File: src/common/tmc_pkg.sv
// constants and types for the timer mode control block
package tmc_pkg;
    localparam int          NCH          = 2;
    localparam int          CW           = 16;
    localparam logic [15:0] MAX_COUNT    = 16'hffff;

    // printed offsets are not word aligned: kept as indices
    localparam logic [31:0] MODE_IDX0    = 32'hfffff606;
    localparam logic [31:0] MODE_IDX1    = 32'hfffff616;
    localparam logic [31:0] ADDR_MODE0   = {MODE_IDX0[29:0], 2'b00};
    localparam logic [31:0] ADDR_MODE1   = {MODE_IDX1[29:0], 2'b00};

    // per channel block: base = channel * stride
    localparam logic [31:0] CH_STRIDE    = 32'h0000_0020;
    localparam logic [31:0] OFS_MATCH_A  = 32'h0000_0000;
    localparam logic [31:0] OFS_MATCH_B  = 32'h0000_0004;
    localparam logic [31:0] OFS_PRESCALE = 32'h0000_0008;
    localparam logic [31:0] OFS_COUNT    = 32'h0000_000c;
    localparam logic [31:0] OFS_BITOP    = 32'h0000_0010;
    localparam logic [31:0] ADDR_IRQ_ST  = 32'h0000_0040;
    localparam logic [31:0] ADDR_IRQ_MSK = 32'h0000_0044;

    // mode control layout
    localparam int          F_RUN_HI     = 3;
    localparam int          F_RUN_LO     = 2;
    localparam int          F_TSEL       = 1;
    localparam int          F_WRAP       = 0;
    localparam logic [7:0]  MODE_RST     = 8'h00;
    localparam logic [2:0]  BIT_IDX_MAX  = 3'h3;
    localparam int          F_BITVAL     = 3;

    // prescale layout: count divider select and edge polarity
    localparam int          F_DIV_LSB    = 0;
    localparam int          F_EDGE_LSB   = 4;
    localparam logic [7:0]  PS_RST       = 8'h00;
    localparam logic [15:0] MATCH_RST    = 16'h0000;

    // interrupt status layout, three bits per channel
    localparam int          IRQ_PER_CH   = 3;
    localparam int          IRQ_W        = 6;
    localparam int          I_MATCH_A    = 0;
    localparam int          I_MATCH_B    = 1;
    localparam int          I_WRAP       = 2;

    typedef enum logic [1:0] {
        RUN_STOP  = 2'b00,
        RUN_FREE  = 2'b01,
        RUN_EDGE  = 2'b10,
        RUN_MATCH = 2'b11
    } tmc_run_e;

    typedef enum logic [1:0] {
        EDGE_FALL = 2'b00,
        EDGE_RISE = 2'b01,
        EDGE_NONE = 2'b10,
        EDGE_BOTH = 2'b11
    } tmc_edge_e;

    function automatic logic [31:0] ch_addr(input int c,
                                            input logic [31:0] ofs);
        logic [31:0] base;
        base = CH_STRIDE * 32'(c);
        return base + ofs;
    endfunction : ch_addr
endpackage : tmc_pkg

File: src/rtl/tmc_edge_det.sv
// valid edge detector for the external trigger input
`timescale 1ns/1ns
module tmc_edge_det (
    input  wire logic       sys_clk,
    input  wire logic       nrst,
    input  wire logic       pin,
    input  wire logic [1:0] pol,
    output logic            hit
);
    logic prevQ;
    logic prevD;

    always_comb begin
        prevD = pin;
    end

    always_ff @(posedge sys_clk) begin
        if (!nrst) begin
            prevQ <= 1'b0;
        end else begin
            prevQ <= prevD;
        end
    end

    // polarity comes from the prescale setting only
    always_comb begin
        unique case (tmc_pkg::tmc_edge_e'(pol))
            tmc_pkg::EDGE_FALL: hit = prevQ & ~pin;
            tmc_pkg::EDGE_RISE: hit = ~prevQ & pin;
            tmc_pkg::EDGE_NONE: hit = 1'b0;
            tmc_pkg::EDGE_BOTH: hit = prevQ ^ pin;
        endcase
    end
endmodule : tmc_edge_det

File: src/rtl/tmc_count_div.sv
// count clock enable divider, held at zero while stopped
`timescale 1ns/1ns
module tmc_count_div (
    input  wire logic       sys_clk,
    input  wire logic       nrst,
    input  wire logic       run,
    input  wire logic [1:0] sel,
    output logic            tick
);
    logic [2:0] cntQ;
    logic [2:0] cntD;
    logic [2:0] mask;

    always_comb begin
        mask = 3'((4'h1 << sel) - 4'h1);
        // zero phase while stopped gives a tick on the first run cycle
        tick = run & ((cntQ & mask) == 3'h0);
        cntD = run ? 3'(cntQ + 3'h1) : 3'h0;
    end

    always_ff @(posedge sys_clk) begin
        if (!nrst) begin
            cntQ <= 3'h0;
        end else begin
            cntQ <= cntD;
        end
    end
endmodule : tmc_count_div

File: src/rtl/tmc_timer_mode_control.sv
// two channel 16-bit timer mode control with apb register access
// Overview of operation
// - reset clears mode control register to zero
// - byte and single bit accesses supported
// - counting starts when run field nonzero
// - run field zero stops, gates, clears counter
// - modes: free, edge restart, match restart
// - output toggles on matches, optionally edges
// - counter wrap sets overflow flag
// - flag cleared by writing zero or stopping
// - writing one sets the overflow flag unless run field zero
// - edge polarity from prescale setting
// - counter increments on each count tick
// - compare match raises its interrupt request
//
// Added by the designer: register access over APB.
`timescale 1ns/1ns
module tmc_timer_mode_control (
    input  wire logic        sys_clk,
    input  wire logic        nrst,
    input  wire logic [31:0] paddr,
    input  wire logic        psel,
    input  wire logic        penable,
    input  wire logic        pwrite,
    input  wire logic [31:0] pwdata,
    input  wire logic [3:0]  pstrb,
    output logic      [31:0] prdata,
    output logic             pready,
    output logic             pslverr,
    input  wire logic [1:0]  edgeInA,
    output logic      [1:0]  toggleOut,
    output logic      [1:0]  matchAIrq,
    output logic      [1:0]  matchBIrq,
    output logic             irq
);
    localparam int NCH = tmc_pkg::NCH;

    logic [1:0]  runModeQ   [NCH];
    logic [1:0]  runModeD   [NCH];
    logic        tselQ      [NCH];
    logic        tselD      [NCH];
    logic        wrapFlagQ  [NCH];
    logic        wrapFlagD  [NCH];
    logic [15:0] matchRegAQ [NCH];
    logic [15:0] matchRegAD [NCH];
    logic [15:0] matchRegBQ [NCH];
    logic [15:0] matchRegBD [NCH];
    logic [7:0]  prescaleQ  [NCH];
    logic [7:0]  prescaleD  [NCH];
    logic [15:0] cntQ       [NCH];
    logic [15:0] cntD       [NCH];
    logic [1:0]  toggleQ;
    logic [1:0]  toggleD;
    logic [1:0]  irqAQ;
    logic [1:0]  irqAD;
    logic [1:0]  irqBQ;
    logic [1:0]  irqBD;
    logic [tmc_pkg::IRQ_W-1:0] statQ;
    logic [tmc_pkg::IRQ_W-1:0] statD;
    logic [tmc_pkg::IRQ_W-1:0] maskQ;
    logic [tmc_pkg::IRQ_W-1:0] maskD;
    logic [31:0] rdataQ;
    logic [31:0] rdataD;

    logic [NCH-1:0] run;
    logic [NCH-1:0] tick;
    logic [NCH-1:0] edgeHit;
    logic [NCH-1:0] matchA;
    logic [NCH-1:0] matchB;
    logic [NCH-1:0] wrap;
    logic [NCH-1:0] restart;
    logic           wrAcc;
    logic           setup;
    logic           mapped;
    logic [7:0]     modeByte  [NCH];

    function automatic logic [7:0] mode_byte(input logic [1:0] rm,
                                             input logic ts,
                                             input logic wf);
        logic [7:0] b;
        b = 8'h00;
        b[tmc_pkg::F_RUN_HI:tmc_pkg::F_RUN_LO] = rm;
        b[tmc_pkg::F_TSEL] = ts;
        b[tmc_pkg::F_WRAP] = wf;
        return b;
    endfunction : mode_byte

    function automatic logic [31:0] mode_addr(input int c);
        return (c == 0) ? tmc_pkg::ADDR_MODE0 : tmc_pkg::ADDR_MODE1;
    endfunction : mode_addr

    genvar g;
    generate
        for (g = 0; g < NCH; g++) begin : g_ch
            tmc_count_div u_div (
                .sys_clk (sys_clk),
                .nrst    (nrst),
                .run     (run[g]),
                .sel     (prescaleQ[g][tmc_pkg::F_DIV_LSB +: 2]),
                .tick    (tick[g])
            );
            tmc_edge_det u_edge (
                .sys_clk (sys_clk),
                .nrst    (nrst),
                .pin     (edgeInA[g]),
                .pol     (prescaleQ[g][tmc_pkg::F_EDGE_LSB +: 2]),
                .hit     (edgeHit[g])
            );
        end
    endgenerate

    // counting events
    always_comb begin
        for (int c = 0; c < NCH; c++) begin
            modeByte[c] = mode_byte(runModeQ[c], tselQ[c], wrapFlagQ[c]);
            run[c]     = runModeQ[c] != tmc_pkg::RUN_STOP;
            matchA[c]  = run[c] & tick[c] & (cntQ[c] == matchRegAQ[c]);
            matchB[c]  = run[c] & tick[c] & (cntQ[c] == matchRegBQ[c]);
            wrap[c]    = run[c] & tick[c] & (cntQ[c] == tmc_pkg::MAX_COUNT);
            restart[c] = 1'b0;
            unique case (tmc_pkg::tmc_run_e'(runModeQ[c]))
                tmc_pkg::RUN_STOP:  restart[c] = 1'b0;
                tmc_pkg::RUN_FREE:  restart[c] = 1'b0;
                tmc_pkg::RUN_EDGE:  restart[c] = edgeHit[c];
                tmc_pkg::RUN_MATCH: restart[c] = matchA[c];
            endcase
            if (!run[c]) begin
                cntD[c] = 16'h0000;
            end else if (restart[c]) begin
                cntD[c] = 16'h0000;
            end else if (tick[c]) begin
                cntD[c] = 16'(cntQ[c] + 16'h0001);
            end else begin
                cntD[c] = cntQ[c];
            end
            // edge toggling only while running, stopped pin is quiet
            toggleD[c] = toggleQ[c] ^ (matchA[c] | matchB[c] |
                         (tselQ[c] & edgeHit[c] & run[c]));
            irqAD[c] = matchA[c];
            irqBD[c] = matchB[c];
        end
    end

    // apb: read data latched in setup, zero wait access phase
    always_comb begin
        setup  = psel & ~penable;
        wrAcc  = psel & penable & pwrite;
        mapped = (paddr == tmc_pkg::ADDR_IRQ_ST) |
                 (paddr == tmc_pkg::ADDR_IRQ_MSK);
        rdataD = rdataQ;
        for (int c = 0; c < NCH; c++) begin
            mapped = mapped | (paddr == mode_addr(c)) |
                (paddr == tmc_pkg::ch_addr(c, tmc_pkg::OFS_MATCH_A)) |
                (paddr == tmc_pkg::ch_addr(c, tmc_pkg::OFS_MATCH_B)) |
                (paddr == tmc_pkg::ch_addr(c, tmc_pkg::OFS_PRESCALE)) |
                (paddr == tmc_pkg::ch_addr(c, tmc_pkg::OFS_COUNT)) |
                (paddr == tmc_pkg::ch_addr(c, tmc_pkg::OFS_BITOP));
        end
        if (setup) begin
            rdataD = 32'h0000_0000;
            for (int c = 0; c < NCH; c++) begin
                if (paddr == mode_addr(c)) begin
                    rdataD = {24'h000000, modeByte[c]};
                end
                if (paddr == tmc_pkg::ch_addr(c, tmc_pkg::OFS_MATCH_A)) begin
                    rdataD = {16'h0000, matchRegAQ[c]};
                end
                if (paddr == tmc_pkg::ch_addr(c, tmc_pkg::OFS_MATCH_B)) begin
                    rdataD = {16'h0000, matchRegBQ[c]};
                end
                if (paddr == tmc_pkg::ch_addr(c, tmc_pkg::OFS_PRESCALE)) begin
                    rdataD = {24'h000000, prescaleQ[c]};
                end
                if (paddr == tmc_pkg::ch_addr(c, tmc_pkg::OFS_COUNT)) begin
                    rdataD = {16'h0000, cntQ[c]};
                end
            end
            if (paddr == tmc_pkg::ADDR_IRQ_ST) begin
                rdataD = {26'h0000000, statQ};
            end
            if (paddr == tmc_pkg::ADDR_IRQ_MSK) begin
                rdataD = {26'h0000000, maskQ};
            end
        end
        prdata  = rdataQ;
        pready  = 1'b1;
        pslverr = psel & penable & ~mapped;
    end

    // register writes
    always_comb begin
        logic [7:0] nb;
        logic [2:0] bi;
        nb    = 8'h00;
        bi    = 3'h0;
        maskD = maskQ;
        statD = statQ;
        if (wrAcc && pstrb[0] && paddr == tmc_pkg::ADDR_IRQ_MSK) begin
            maskD = pwdata[tmc_pkg::IRQ_W-1:0];
        end
        if (wrAcc && pstrb[0] && paddr == tmc_pkg::ADDR_IRQ_ST) begin
            statD = statQ & ~pwdata[tmc_pkg::IRQ_W-1:0];
        end
        for (int c = 0; c < NCH; c++) begin
            runModeD[c]   = runModeQ[c];
            tselD[c]      = tselQ[c];
            wrapFlagD[c]  = wrapFlagQ[c];
            matchRegAD[c] = matchRegAQ[c];
            matchRegBD[c] = matchRegBQ[c];
            prescaleD[c]  = prescaleQ[c];
            nb = modeByte[c];
            // whole byte write, or single bit write through the bit port
            if (wrAcc && pstrb[0] && paddr == mode_addr(c)) begin
                nb = pwdata[7:0];
            end
            bi = pwdata[2:0];
            if (wrAcc && pstrb[0] && bi <= tmc_pkg::BIT_IDX_MAX &&
                paddr == tmc_pkg::ch_addr(c, tmc_pkg::OFS_BITOP)) begin
                nb[bi] = pwdata[tmc_pkg::F_BITVAL];
            end
            runModeD[c] = nb[tmc_pkg::F_RUN_HI:tmc_pkg::F_RUN_LO];
            tselD[c]    = nb[tmc_pkg::F_TSEL];
            // write 1 sets, write 0 or a stop clears, hardware set wins
            wrapFlagD[c] = (nb[tmc_pkg::F_WRAP] &
                (runModeD[c] != tmc_pkg::RUN_STOP)) | wrap[c];
            if (wrAcc && (pstrb[1:0] == 2'b11) &&
                paddr == tmc_pkg::ch_addr(c, tmc_pkg::OFS_MATCH_A)) begin
                matchRegAD[c] = pwdata[15:0];
            end
            if (wrAcc && (pstrb[1:0] == 2'b11) &&
                paddr == tmc_pkg::ch_addr(c, tmc_pkg::OFS_MATCH_B)) begin
                matchRegBD[c] = pwdata[15:0];
            end
            if (wrAcc && pstrb[0] &&
                paddr == tmc_pkg::ch_addr(c, tmc_pkg::OFS_PRESCALE)) begin
                prescaleD[c] = pwdata[7:0];
            end
            statD[c*tmc_pkg::IRQ_PER_CH + tmc_pkg::I_MATCH_A] =
                statD[c*tmc_pkg::IRQ_PER_CH + tmc_pkg::I_MATCH_A] | matchA[c];
            statD[c*tmc_pkg::IRQ_PER_CH + tmc_pkg::I_MATCH_B] =
                statD[c*tmc_pkg::IRQ_PER_CH + tmc_pkg::I_MATCH_B] | matchB[c];
            statD[c*tmc_pkg::IRQ_PER_CH + tmc_pkg::I_WRAP] =
                statD[c*tmc_pkg::IRQ_PER_CH + tmc_pkg::I_WRAP] | wrap[c];
        end
    end

    always_ff @(posedge sys_clk) begin
        if (!nrst) begin
            for (int c = 0; c < NCH; c++) begin
                runModeQ[c]   <= tmc_pkg::RUN_STOP;
                tselQ[c]      <= tmc_pkg::MODE_RST[tmc_pkg::F_TSEL];
                wrapFlagQ[c]  <= tmc_pkg::MODE_RST[tmc_pkg::F_WRAP];
                matchRegAQ[c] <= tmc_pkg::MATCH_RST;
                matchRegBQ[c] <= tmc_pkg::MATCH_RST;
                prescaleQ[c]  <= tmc_pkg::PS_RST;
                cntQ[c]       <= 16'h0000;
            end
            toggleQ <= 2'b00;
            irqAQ   <= 2'b00;
            irqBQ   <= 2'b00;
            statQ   <= '0;
            maskQ   <= '0;
            rdataQ  <= 32'h0000_0000;
        end else begin
            for (int c = 0; c < NCH; c++) begin
                runModeQ[c]   <= runModeD[c];
                tselQ[c]      <= tselD[c];
                wrapFlagQ[c]  <= wrapFlagD[c];
                matchRegAQ[c] <= matchRegAD[c];
                matchRegBQ[c] <= matchRegBD[c];
                prescaleQ[c]  <= prescaleD[c];
                cntQ[c]       <= cntD[c];
            end
            toggleQ <= toggleD;
            irqAQ   <= irqAD;
            irqBQ   <= irqBD;
            statQ   <= statD;
            maskQ   <= maskD;
            rdataQ  <= rdataD;
        end
    end

    always_comb begin
        toggleOut = toggleQ;
        matchAIrq = irqAQ;
        matchBIrq = irqBQ;
        irq       = |(statQ & maskQ);
    end

    // checks on channel 0
    property p_reset_zero;
        @(posedge sys_clk) !nrst |=> modeByte[0] == tmc_pkg::MODE_RST;
    endproperty
    a_reset_zero: assert property (p_reset_zero)
        else $error("mode register not zero after reset");

    property p_byte_write;
        @(posedge sys_clk) disable iff (!nrst)
        wrAcc && pstrb[0] && paddr == tmc_pkg::ADDR_MODE0
        |=> runModeQ[0] == $past(pwdata[3:2]) && tselQ[0] == $past(pwdata[1]);
    endproperty
    a_byte_write: assert property (p_byte_write)
        else $error("byte write to mode register lost");

    property p_run_start;
        @(posedge sys_clk) disable iff (!nrst)
        $rose(runModeQ[0] == tmc_pkg::RUN_FREE) ##0 cntQ[0] == 16'h0000
        |=> cntQ[0] == 16'h0001;
    endproperty
    a_run_start: assert property (p_run_start)
        else $error("counter did not start with run field");

    property p_stop_clear;
        @(posedge sys_clk) disable iff (!nrst)
        !run[0] |=> cntQ[0] == 16'h0000;
    endproperty
    a_stop_clear: assert property (p_stop_clear)
        else $error("counter not held clear while stopped");

    property p_edge_restart;
        @(posedge sys_clk) disable iff (!nrst)
        runModeQ[0] == tmc_pkg::RUN_EDGE && edgeHit[0] |=> cntQ[0] == 16'h0;
    endproperty
    a_edge_restart: assert property (p_edge_restart)
        else $error("edge did not restart counter");

    property p_toggle;
        @(posedge sys_clk) disable iff (!nrst)
        (matchA[0] | matchB[0]) && !(tselQ[0] && edgeHit[0])
        |=> toggleOut[0] != $past(toggleOut[0]);
    endproperty
    a_toggle: assert property (p_toggle)
        else $error("output did not invert on match");

    property p_wrap_set;
        @(posedge sys_clk) disable iff (!nrst)
        run[0] && tick[0] && cntQ[0] == tmc_pkg::MAX_COUNT
        |=> wrapFlagQ[0] && cntQ[0] == 16'h0000;
    endproperty
    a_wrap_set: assert property (p_wrap_set)
        else $error("wrap did not set overflow flag");

    property p_stop_flag;
        @(posedge sys_clk) disable iff (!nrst)
        wrAcc && pstrb[0] && paddr == tmc_pkg::ADDR_MODE0 &&
        pwdata[3:2] == 2'b00 |=> !wrapFlagQ[0] ##1 !wrapFlagQ[0];
    endproperty
    a_stop_flag: assert property (p_stop_flag)
        else $error("stop did not clear overflow flag");

    property p_sw_set;
        @(posedge sys_clk) disable iff (!nrst)
        wrAcc && pstrb[0] && paddr == tmc_pkg::ADDR_MODE0 &&
        pwdata[0] && pwdata[3:2] != 2'b00 |=> wrapFlagQ[0];
    endproperty
    a_sw_set: assert property (p_sw_set)
        else $error("software write did not set flag");

    property p_match_irq;
        @(posedge sys_clk) disable iff (!nrst)
        matchA[0] |=> matchAIrq[0] ##1 statQ[tmc_pkg::I_MATCH_A];
    endproperty
    a_match_irq: assert property (p_match_irq)
        else $error("match did not raise request");
endmodule : tmc_timer_mode_control

File: config.mk
export PLATFORM = sky130hd
export DESIGN_NAME = tmc_timer_mode_control
export DESIGN_NICKNAME = d
export VERILOG_FILES = /design/src/common/tmc_pkg.sv /design/src/rtl/tmc_edge_det.sv /design/src/rtl/tmc_count_div.sv /design/src/rtl/tmc_timer_mode_control.sv
export SDC_FILE = /design/constraint.sdc
export NUM_CORES = 1
export LEC_CHECK = 0
export CAP_MARGIN = 25
export CORE_ASPECT_RATIO = 1.25
export CORE_MARGIN = 4
export CORE_UTILIZATION = 60
export CTS_BUF_LIST = sky130_fd_sc_hd__clkbuf_8
export DETAILED_ROUTE_END_ITERATION = 7
export DONT_BUFFER_PORTS = 1
export GPL_TIMING_DRIVEN = 1
export HOLD_SLACK_MARGIN = 0.12
export PLACE_DENSITY = 0.77
export SKIP_LAST_GASP = 1
export SLEW_MARGIN = 20
export SYNTH_ARGS = -nofsm -noshare
export SYNTH_HDL_FRONTEND = slang
export SYNTH_SLANG_ARGS = --single-unit
File: constraint.sdc
create_clock -name sys_clk -period 2.8 [get_ports sys_clk]
set_input_delay 0.42 -clock sys_clk [delete_from_list [all_inputs] [get_ports sys_clk]]
set_output_delay 0.42 -clock sys_clk [all_outputs]
set_load 0.02 [all_outputs]
# Yosys cells after proc, flatten, opt, wreduce, memory -nomap -nowiden
# Memory sizes are Yosys's and may differ from the RTL's.
# Cells that the tools add are included.
# op_classes
reduce_logical	32
eq_ne	32
shift	2
add_sub_neg	6
n_bitwise	78
order_cmp	3
mux	53
# ops
op	count
32-bit 2-to-1 mux	11
16-bit 2-to-1 mux	16
32-bit by 6-bit equality test with 1-bit output, second input constant	5
16-bit equality test	4
32-bit equality test, second input constant	2
32-bit by 4-bit equality test with 1-bit output, second input constant	2
32-bit by 7-bit equality test with 1-bit output, second input constant	2
8-bit 2-to-1 mux	6
1-bit bitwise OR	39
16-bit by 1-bit adder with 16-bit output, second input constant	2
16-bit equality test, second input constant	2
32-bit by 3-bit equality test with 1-bit output, second input constant	1
32-bit by 5-bit equality test with 1-bit output, second input constant	1
32-bit logical NOT	1
1-bit AND	24
2-bit equality test, second input constant	9
8-bit bitwise mux	2
1-bit logical AND	16
6-bit AND	2
4-bit 2-to-1 mux	3
2-bit by 1-bit equality test with 1-bit output, second input constant	4
2-bit logical NOT	4
1-bit one-hot mux with 4 select lines	2
2-bit nonzero test	4
other kinds (19)	42
# totals
memories	7
output_inout_bits	41
ramBits	120
word_cells	223
reg_bits	58
# mem_list
name	depth	width	rd	rd_ports_with_merged_regs	write_ports	line	rtl
cntQ	2	16	2	0	2	tmc_timer_mode_control.sv:50	logic [15:0] cntQ [NCH];
matchRegAQ	2	16	2	0	2	tmc_timer_mode_control.sv:44	logic [15:0] matchRegAQ [NCH];
matchRegBQ	2	16	2	0	2	tmc_timer_mode_control.sv:46	logic [15:0] matchRegBQ [NCH];
prescaleQ	2	8	2	0	2	tmc_timer_mode_control.sv:48	logic [7:0] prescaleQ [NCH];
runModeQ	2	2	2	0	2	tmc_timer_mode_control.sv:38	logic [1:0] runModeQ [NCH];
tselQ	2	1	2	0	2	tmc_timer_mode_control.sv:40	logic tselQ [NCH];
1 more memories	--	--	--	--	--	--	

# Longest topological paths before layout
# Gate-level depths: netlist of run 1.
# depth
depth_word	16
mapped_depth	10
ltp_nobuf	9

# Cells and area by module
# A second synthesis of run 1 with hierarchy kept.
# hier_totals
hier_cells	1048
area_unflattened_um2	8798.4
# by_module_without_submodules
module	seq_area_each_um2	cells_each	area_each_um2	instances
tmc_timer_mode_control	3083.0	1002	8388.0	1
tmc_count_div	60.1	13	122.6	2
tmc_edge_det	20.0	10	82.6	2

# Worst setup path after synthesis of run 1
# OpenSTA, ideal clock, no wires.
# synth_timing
path_type	input port to output port
from	input paddr[12]
to	output pslverr
stages	7
setup_slack_ns	0.161
t_arrival_ns	2.219
path_cell_list	or4_1 -> or2_0 -> buf_4 -> nor4_4 -> buf_2 -> a21o_1 -> nor3_1
# synth_between
elab_chain_len	16
# synth_lines
element	line	rtl
from (decl)	tmc_timer_mode_control.sv:21	input wire logic [31:0] paddr,
32-bit by 7-bit equality test with 1-bit output, on equally long branches	tmc_timer_mode_control.sv:148, tmc_timer_mode_control.sv:149	
1-bit bitwise OR	tmc_timer_mode_control.sv:148	mapped = (paddr == tmc_pkg::ADDR_IRQ_ST) |
1-bit bitwise OR (2 in a row)	tmc_timer_mode_control.sv:152	mapped = mapped | (paddr == mode_addr(c)) |
1-bit bitwise OR	tmc_timer_mode_control.sv:153	(paddr == tmc_pkg::ch_addr(c, tmc_pkg::OFS_MATCH_A)) |
1-bit bitwise OR	tmc_timer_mode_control.sv:154	(paddr == tmc_pkg::ch_addr(c, tmc_pkg::OFS_MATCH_B)) |
1-bit bitwise OR	tmc_timer_mode_control.sv:155	(paddr == tmc_pkg::ch_addr(c, tmc_pkg::OFS_PRESCALE)) |
1-bit bitwise OR	tmc_timer_mode_control.sv:156	(paddr == tmc_pkg::ch_addr(c, tmc_pkg::OFS_COUNT)) |
1-bit bitwise OR (2 in a row)	tmc_timer_mode_control.sv:152	
1-bit bitwise OR	tmc_timer_mode_control.sv:153	
1-bit bitwise OR	tmc_timer_mode_control.sv:154	
1-bit bitwise OR	tmc_timer_mode_control.sv:155	
1-bit bitwise OR (*)	tmc_timer_mode_control.sv:156	
1-bit inverter (*)	tmc_timer_mode_control.sv:187	pslverr = psel & penable & ~mapped;
1-bit AND (*)	tmc_timer_mode_control.sv:187	
to (decl)	tmc_timer_mode_control.sv:29	output logic pslverr,
# Every way passes the cells marked *; elsewhere a longest branch is shown, timed or not.

# Worst setup path after layout of run 1
# Same ends and word-level chain as after synthesis.

==> results of run 1 <==
==> cell type report <==
cell class                      count  area (sq um)  area share [%]
Clock buffer                       19         261.5           2.708
Tap cell                          178         222.7           2.306
Timing Repair Buffer               54         500.5           5.182
Sequential cell                   162          3243           33.58
Clock inverter                     13         160.2           1.658
Inverter                           17         65.06          0.6737
Multi-Input combinational cell    838          5202           53.87
Antenna cell                        1         2.502         0.02591
==> logic make-up after synthesis <==
| logic type | count (synthesis) | synth area share [%] |
|---|---|---|
| XOR/XNOR | 98 | 9.648 |
| adder cells (fa/ha/maj) | 8 | 1.125 |
| multiplexers | 62 | 7.496 |
| flip-flops | 162 | 36.46 |
| AND/OR/NAND/NOR | 465 | 25.63 |
| AO/OA/AOI/OAI | 188 | 13.74 |
| buffers and inverters | 110 | 5.823 |
| other | 2 | 0.08442 |
==> power by group through the flow <==
stage	Sequential [mW]	Clock (mW)	Combinational [mW]
2_1_floorplan	2.36	0	0.151
3_3_place_gp	2.36	0	0.139
3_5_place_dp	2.36	0	0.140
4_1_cts	2.31	1.84	0.191
5_1_grt	2.31	1.94	0.210
6_report	2.31	1.84	0.197
==> cells in the mapped netlist, drive strengths merged (3+ instances only) <==
master   instances  area (sq um)
a211oi           7         52.55
a21boi           3         22.52
a21o             4         30.03
a21oi           70         350.3
a221oi           9         78.83
a222oi           7         70.07
a22oi            7         52.55
a2bb2oi          4         35.03
a31oi            8         50.05
a32oi            4         35.03
and2             3         18.77
and3            17         106.4
and4             9         78.83
buf             33         227.7
clkbuf          60         226.5
dfxtp          162          3243
ha               8         100.1
inv             16         60.06
mux2            11         123.9
mux2i           49         490.5
nand2          170         638.1
nand2b           3         18.77
nand3           21         110.1
nand4           27         175.2
nand4b           4         35.03
nor2           136         526.8
nor2b            3         18.77
nor3            21         125.1
nor3b            3         27.52
nor4            23         210.2
o211a            3         30.03
o21ai           33         165.2
o22ai            3         18.77
o2bb2ai          8         70.07
or2              9         56.31
or3              5         32.53
or4              7         60.06
xnor2           37         324.1
xor2            61         534.3
==> registers in the layout (all words and copies together), names as in the netlist <==
register	cells
matchRegBQ	32
toggleOut	2
prdata	16
g_ch.u_div.cntQ	6
tselQ	2
wrapFlagQ	2
g_ch.u_edge.prevQ	2
cntQ	32
runModeQ	4
maskQ	6
matchBIrq	2
statQ	6
prescaleQ	16
matchAIrq	2
matchRegAQ	32
==> layer usage <==
layer	vias up	GRT usage, %	share of wire (%)
li1	3790	-	-
met1	3792	40.83	38
met2	476	52.47	46
met3	103	8.623	10
met4	2	17.57	5.6
met5	-	0	0.047
==> worst paths after layout <==
path | from | endpoint | slack (ps) | cells after the start
setup reg to reg | runModeQ[0][1]$_SDFF_PN0_ | wrapFlagQ[0][0]$_SDFF_PN0_ | 450 | 6
hold / removal | pwdata[5] | statQ[5]$_SDFF_PN0_ | 140 | 3
hold reg to reg | g_ch[1].u_div.cntQ[0]$_SDFF_PN0_ | g_ch[1].u_div.cntQ[0]$_SDFF_PN0_ | 460 | 1
setup / recovery | paddr[12] | pslverr | 100 | 7
==> worst max-delay path, stage by stage <==
cell and delay [ps]:
or4_1 530, or2_0 310, buf_4 230, nor4_4 460
nor4b_1 90, o21ai_0 90, nor3_1 150
==> per-stage QoR <==
stage / cell area (sq um) / setup slack, ps / instances / power [mW] / hold slack [ps]
2_1_floorplan: 8952 / 160.7 / 1110 / 2.513 / 426.5
4_1_cts: 9656 / 151.5 / 1281 / 4.344 / 120.5
6_report: 9658 / 95.39 / 1282 / 4.347 / 135.9
3_5_place_dp: 9044 / 44.33 / 1230 / 2.503 / 443.9
5_1_grt: 9656 / 85.02 / 1281 / 4.457 / 128.3
3_3_place_gp: 9039 / 113.1 / 1229 / 2.502 / 439.8
==> what timing repair did <==
action                                 4_1_cts  5_1_grt
buffers inserted                             0        0
endpoints found under the hold margin       99        0
resized for setup                            0        0
hold buffers                                19        0
==> impl_metrics.env, run 1 <==
export IMPL_pwr_share_seq_pct=53.1
export IMPL_final_common_cell="nand2_1"
export IMPL_crit_type="input port to output port"
export IMPL_cp_arrival_ps=2280
export IMPL_switching_power_mw=1.052
export IMPL_n_fill_cell=1260
export IMPL_ys_warn_count=0
export IMPL_initial_core_util_pct=61.48
export IMPL_powerDensity_nw_per_um2=450.0
export IMPL_timing_final_crit_share_pct=96.59
export IMPL_endpoint_kind="output port"
export IMPL_fmax_mhz=369.7
export IMPL_num_vias=8163
export IMPL_h_tree_depth=4
export IMPL_p_int_mw=3.295
export IMPL_dr_pass1_iters=5
export IMPL_min_period_ps=2705
export IMPL_syn_avg_cell_area_sq_um=8.124
export IMPL_async_flop_share_pct=0
export IMPL_nets=1173
export IMPL_synth_edf_count=0
export IMPL_hpwl_mm=19.28
export IMPL_io_pins=116
export IMPL_drc_errors=0
export IMPL_grt_remaining_overflow=0
export IMPL_ys_flop_type="dfxtp_1"
export IMPL_hp_class="input port to flop"
export IMPL_cts_path_max_buffers=2
export IMPL_postRouteAntennaNets=0
export IMPL_drt_initial_drc_count=893
export IMPL_die_width_microns=116.9
export IMPL_ys_ff_latch=162
export IMPL_core_sq_um=14470
export IMPL_via_per_inst=6.367
export IMPL_synth_cells=1095
export IMPL_clkPwrFrac_pct=42.4
export IMPL_cts_root_buf="clkbuf_8"
export IMPL_power_frac_comb_pct=4.5
export IMPL_p_leak_nw=3.715
export IMPL_antenna_found_initial=1
export IMPL_relSlewSlack_pct=48.18
export IMPL_drv_slew=0
export IMPL_peakVddDrop_mv=0.3490
export IMPL_path_max_fanout=9
export IMPL_worstMarginPinSlew_ps=771.4
export IMPL_maxCapViolations=0
export IMPL_ys_types=75
export IMPL_final_layout_size_suffix_gt1_share_pct=9.429
export IMPL_grt_setup_unrepaired="false"
export IMPL_cts_tree="yes"
export IMPL_fin_util_pct=66.75
export IMPL_finalSetupViolCount=0
export IMPL_num_rows=49
export IMPL_io_buffers=0
export IMPL_hold_viol=0
export IMPL_mostFrequentLayoutCells="170 x nand2_1, 162 x dfxtp_1, 135 x nor2_1, 70 x a21oi_1, 61 x xor2_1"
export IMPL_netSwitchingFraction_pct=24.20
export IMPL_critPathLaunchType="input port"
export IMPL_cts_made_buffers=17
export IMPL_grt_pass1_wl_mm=42.57
export IMPL_gp_congestion=0.9998
export IMPL_synthesis_area_sq_um=8896
export IMPL_wl_mm=27.42
export IMPL_area_growth_pct=8.565
export IMPL_grt_pass1_vias=7837
export IMPL_grt_max_degree=115
export IMPL_worstSkewPairLatency_ps=470
export IMPL_clock_sinks=162
export IMPL_wl_per_cell_microns=21.39
export IMPL_clock_skew_ps=13.25
export IMPL_tns_ps=0
export IMPL_die_area_sq_um=16850
export IMPL_required_ps=2380
export IMPL_ys_seq_area_share_pct=36.46
export IMPL_grt_total_usage_pct=33.03
export IMPL_die_h_microns=144.1
export IMPL_outcome="completed"
export IMPL_path_clk_slew_ps=90
No activity file was read; power rests on OpenSTA's default activity.
==> inputs of run 2 (changes only) <==
--- a/config.mk
+++ b/config.mk
@@ -6,4 +6,5 @@
 export NUM_CORES = 1
 export LEC_CHECK = 0
+export ABC_CLOCK_PERIOD_IN_PS = 2800
 export CAP_MARGIN = 25
 export CORE_ASPECT_RATIO = 1.25
==> constraint.sdc (replaced) <==
create_clock -name sys_clk -period 2.8 [get_ports sys_clk]
set_input_delay 0.42 -clock sys_clk [delete_from_list [all_inputs] [get_ports sys_clk]]
set_output_delay 0.42 -clock sys_clk [all_outputs]
set_load 0.1 [all_outputs]
==> impl_metrics.env, run 2 (synthesis results as in run 1) <==
export IMPL_r2r_start="runModeQ[0][1]$_SDFF_PN0_"
export IMPL_postRouteAntennaNets=0
export IMPL_cts_root_buf="clkbuf_8"
export IMPL_multi_input_area_sq_um=5220
export IMPL_outcome="finished, violations left"
export IMPL_path_clk_slew_ps=80
export IMPL_required_ps=2380
export IMPL_hp_class="input port to flop"
export IMPL_reg_largest_list="cntQ x32, matchRegAQ x32, matchRegBQ x32"
export IMPL_num_rows=49
export IMPL_die_width_microns=116.9
export IMPL_powerDensity_nw_per_um2=469.5
export IMPL_grt_max_degree=115
export IMPL_antenna_found_initial=0
export IMPL_worstMarginPinSlew_ps=1050
export IMPL_p_leak_nw=3.767
export IMPL_cts_tree="yes"
export IMPL_cts_made_buffers=17
export IMPL_cp_arrival_ps=2260
export IMPL_antenna_cells=0
export IMPL_drv_slew=0
export IMPL_final_layout_size_suffix_gt1_share_pct=10.26
export IMPL_r2r_cells=6
export IMPL_via_per_inst=6.365
export IMPL_crit_type="input port to output port"
export IMPL_maxCapViolations=0
export IMPL_endpoint="pslverr"
export IMPL_grt_remaining_overflow=0
export IMPL_drt_initial_drc_count=1047
export IMPL_r2r_end="wrapFlagQ[0][0]$_SDFF_PN0_"
export IMPL_area_growth_pct=9.705
export IMPL_final_common_cell="nand2_1"
export IMPL_fmax_mhz=373.4
export IMPL_violations="DRC"
export IMPL_num_vias=8205
export IMPL_regArea_sq_um=3243
export IMPL_fin_util_pct=67.45
export IMPL_clock_skew_ps=13.29
export IMPL_io_buffers=0
export IMPL_finalSetupViolCount=0
export IMPL_peakVddDrop_mv=0.3845
export IMPL_critPathLaunchType="input port"
export IMPL_cts_path_max_buffers=2
export IMPL_relSlewSlack_pct=29.93
export IMPL_worstSkewPairLatency_ps=470
export IMPL_startpoint="paddr[12]"
export IMPL_tns_ps=0
export IMPL_total_power_mw=4.582
export IMPL_nets=1181
export IMPL_drc_errors=4
export IMPL_reg2reg_slack_ps=410
export IMPL_initial_core_util_pct=61.48
export IMPL_gp_congestion=0.9543
export IMPL_grt_pass1_vias=7858
export IMPL_grt_total_usage_pct=32.93
export IMPL_endpoint_kind="output port"
export IMPL_min_period_ps=2678
export IMPL_worst_hold_path_num_cells=3
export IMPL_die_h_microns=144.1
export IMPL_io_pins=116
export IMPL_grt_pass1_wl_mm=42.31
export IMPL_core_sq_um=14470
export IMPL_cts_post_setup_buffers_inserted=0
export IMPL_die_area_sq_um=16850
export IMPL_path_max_fanout=9
export IMPL_dr_pass1_iters=8
export IMPL_timing_final_crit_share_pct=95.65
export IMPL_clock_sinks=162
export IMPL_h_tree_depth=4
export IMPL_n_fill_cell=1223
export IMPL_wl_per_cell_microns=21.31
export IMPL_grt_setup_unrepaired="false"
export IMPL_hold_viol=0
export IMPL_wl_mm=27.47
export IMPL_hpwl_mm=19.34
export IMPL_mostFrequentLayoutCells="170 x nand2_1, 162 x dfxtp_1, 135 x nor2_1, 70 x a21oi_1, 61 x xor2_1"
run 2: worst min-delay path by stage:
stage | start | endpoint
2_1_floorplan | g_ch[0].u_div.cntQ[0]$_SDFF_PN0_ | g_ch[0].u_div.cntQ[0]$_SDFF_PN0_
3_3_place_gp | g_ch[1].u_div.cntQ[0]$_SDFF_PN0_ | g_ch[1].u_div.cntQ[0]$_SDFF_PN0_
3_5_place_dp | g_ch[0].u_div.cntQ[0]$_SDFF_PN0_ | g_ch[0].u_div.cntQ[0]$_SDFF_PN0_
4_1_cts | pwdata[2] | statQ[2]$_SDFF_PN0_
5_1_grt | pwdata[4] | maskQ[4]$_SDFFE_PN0P_
6_report | pwdata[5] | statQ[5]$_SDFF_PN0_
run 2: worst max-delay path: stages:
cell	delay (ps)
or4_1	530
or2_0	280
buf_4	220
nor4_4	470
a21o_1	180
nor3_4	140
run 2: repair_timing:
action / CTS / global route
hold buffers: 19 / 0
endpoints found under the hold margin: 95 / 0
resized for setup: 0 / 2
endpoints found under the setup margin: 0 / 1
run 2: cell type report:
class | instances | share of cell area, %
Clock buffer | 18 | 2.538
Clock inverter | 14 | 2.179
Inverter | 17 | 0.6667
Multi-Input combinational cell | 838 | 53.49
Sequential cell | 162 | 33.23
Tap cell | 178 | 2.282
Timing Repair Buffer | 62 | 5.615
run 2: power by group:
part	switching, mW	total [mW]	internal (mW)	leakage [nW]
sequential	0.0138	2.32	2.30	1.30
combinational	0.218	0.280	0.0613	2.23
clock	0.899	1.98	1.08	0.231
total	1.13	4.58	3.45	3.77
run 2: layer usage:
| metal | share of wire (%) | up-vias | global-route usage, % |
|---|---|---|---|
| met5 | 0 | - | 0 |
| met4 | 6.2 | 0 | 20.11 |
| met3 | 9.9 | 115 | 8.455 |
| met2 | 46 | 447 | 52.23 |
| met1 | 38 | 3836 | 39.78 |
| li1 | - | 3807 | - |
run 2: through the flow:
step	area, sq um	std cells	hold slack (ps)	setup slack [ps]
after global routing	9759	1289	124.2	57.50
final	9759	1289	129.7	121.8
after floorplan	8964	1110	426.5	81.79
after CTS	9753	1289	120.2	121.5
after detailed placement	9102	1238	457.4	93.55
after global placement	9097	1237	441.4	114.7
==> inputs of run 3 (changes only) <==
PLACE_DENSITY = 0.81   (was 0.77)
==> impl_metrics.env, run 3 (synthesis results as in run 1) <==
export IMPL_outcome="completed"
export IMPL_num_vias=8379
export IMPL_grt_max_degree=115
export IMPL_drv_slew=0
export IMPL_final_common_cell="nand2_1"
export IMPL_power_frac_comb_pct=6.3
export IMPL_min_period_ps=2638
export IMPL_required_ps=2380
export IMPL_r2r_end="wrapFlagQ[0][1]$_SDFF_PN0_"
export IMPL_postRouteAntennaNets=0
export IMPL_cts_post_setup_buffers_inserted=0
export IMPL_mostFrequentLayoutCells="170 x nand2_1, 162 x dfxtp_1, 135 x nor2_1, 70 x a21oi_1, 61 x xor2_1"
export IMPL_endpoint_kind="output port"
export IMPL_n_fill_cell=1173
export IMPL_r2r_cells=7
export IMPL_p_leak_nw=3.834
export IMPL_peakVddDrop_mv=0.3429
export IMPL_dr_pass1_iters=5
export IMPL_drt_initial_drc_count=823
export IMPL_grt_setup_unrepaired="false"
export IMPL_clock_sinks=162
export IMPL_reg2reg_slack_ps=370
export IMPL_critPathLaunchType="input port"
export IMPL_cts_tree="yes"
export IMPL_num_rows=49
export IMPL_h_tree_depth=4
export IMPL_maxCapViolations=0
export IMPL_powerDensity_nw_per_um2=464.7
export IMPL_core_sq_um=14470
export IMPL_startpoint="paddr[12]"
export IMPL_final_layout_size_suffix_gt1_share_pct=11.55
export IMPL_holdWs_ps=131.2
export IMPL_cts_made_buffers=17
export IMPL_pwr_share_seq_pct=50.5
export IMPL_path_max_fanout=6
export IMPL_io_buffers=0
export IMPL_worstSkewPairLatency_ps=470
export IMPL_r2r_start="cntQ[0][19]$_SDFFE_PP0P_"
export IMPL_wl_per_cell_microns=21.48
export IMPL_switching_power_mw=1.137
export IMPL_multi_input_area_sq_um=5216
export IMPL_area_growth_pct=11.00
export IMPL_fmax_mhz=379.1
export IMPL_worstMarginPinSlew_ps=1046
export IMPL_clkPwrFrac_pct=43.2
export IMPL_io_pins=116
export IMPL_hpwl_mm=19.77
export IMPL_finalSetupViolCount=0
export IMPL_initial_core_util_pct=61.48
export IMPL_path_clk_slew_ps=80
export IMPL_die_area_sq_um=16850
export IMPL_crit_type="input port to output port"
export IMPL_die_h_microns=144.1
export IMPL_antenna_found_initial=1
export IMPL_hold_viol=0
export IMPL_cts_root_buf="clkbuf_8"
export IMPL_reg_largest_list="cntQ x32, matchRegAQ x32, matchRegBQ x32"
export IMPL_clock_skew_ps=13.93
export IMPL_relSlewSlack_pct=30.16
export IMPL_grt_pass1_wl_mm=43.34
export IMPL_cts_path_max_buffers=2
export IMPL_hp_class="input port to flop"
export IMPL_cp_arrival_ps=2220
export IMPL_netSwitchingFraction_pct=24.77
export IMPL_endpoint="pslverr"
export IMPL_grt_total_usage_pct=33.78
export IMPL_gp_congestion=1.016
export IMPL_p_int_mw=3.452
export IMPL_wl_mm=28.05
export IMPL_tns_ps=0
export IMPL_grt_remaining_overflow=0
export IMPL_nets=1197
export IMPL_timing_final_crit_share_pct=94.20
export IMPL_drc_errors=0
export IMPL_via_per_inst=6.416
export IMPL_grt_pass1_vias=8116
export IMPL_die_width_microns=116.9
export IMPL_regArea_sq_um=3243
run 3: changes by cell type in the layout (fill, tap and decap cells not counted), sizes merged:
cell / before / now
buf: 43 / 57
clkinv: 2 / 4
clkinvlp: 3 / 1
diode: 0 / 2
dlygate4sd3: 19 / 21
inv: 21 / 20
run 3: worst min path at each step:
stage,startpoint,endpoint,slack (ps),depth (start not counted)
2_1_floorplan,g_ch[0].u_div.cntQ[0]$_SDFF_PN0_,g_ch[0].u_div.cntQ[0]$_SDFF_PN0_,430,1
3_3_place_gp,g_ch[1].u_div.cntQ[0]$_SDFF_PN0_,g_ch[1].u_div.cntQ[0]$_SDFF_PN0_,440,1
3_5_place_dp,g_ch[0].u_div.cntQ[0]$_SDFF_PN0_,g_ch[0].u_div.cntQ[0]$_SDFF_PN0_,460,1
4_1_cts,pwdata[0],matchRegAQ[0][0]$_SDFFE_PN0P_,120,2
5_1_grt,pwdata[5],prescaleQ[0][13]$_SDFFE_PN0P_,130,2
6_report,pwdata[0],matchRegAQ[0][0]$_SDFFE_PN0P_,130,2
run 3: final cells by class:
cell class,count,share of cell area (%)
well taps,178,2.255
diodes,2,0.05068
multi-input cells,838,52.83
repair buffers,78,6.766
clock inverters,13,2.091
inverters,17,0.6589
flip-flops and latches,162,32.84
clock buffers,18,2.509
run 3: stage by stage:
stage | std cells | power [mW] | worst slack [ps] | utilization [%] | cell area (sq um)
after floorplan | 1110 | 2.607 | 81.79 | - | 8964
after global placement | 1251 | 2.600 | 63.94 | 63.47 | 9184
after detailed placement | 1252 | 2.601 | 62.12 | 63.51 | 9189
after CTS | 1303 | 4.591 | 72.81 | 68.03 | 9843
after global routing | 1306 | 4.709 | 70.33 | 68.25 | 9874
final | 1306 | 4.589 | 162.5 | 68.25 | 9874
run 3: power groups by stage:
stage	sequential, mW	combinational (mW)	clock [mW]
floorplan	2.37	0.236	0
global placement	2.37	0.227	0
detailed placement	2.37	0.228	0
CTS	2.32	0.280	1.99
global route	2.32	0.301	2.09
finish	2.32	0.289	1.98
run 3: critical path, stage by stage:
cell and delay (ps):
or4_1 540, or2_1 320, buf_6 170, nor4_4 320, nor4b_2 80, o21ai_1 160
nor3_4 200
run 3: layer usage:
metal	wire length, microns	up-vias	track usage [%]	share of wire, %
met5	0	-	0	0
met1	10260	3869	39.90	37
met3	2975	149	8.246	11
met4	2309	0	26.69	8.2
met2	12510	521	51.90	45
li1	-	3840	-	-
run 3: timing repair:
item | in CTS | in global routing
gates resized for setup | 0 | 7
endpoints found under the setup margin | 0 | 1
endpoints found under the hold margin | 97 | 1
hold buffers | 20 | 1
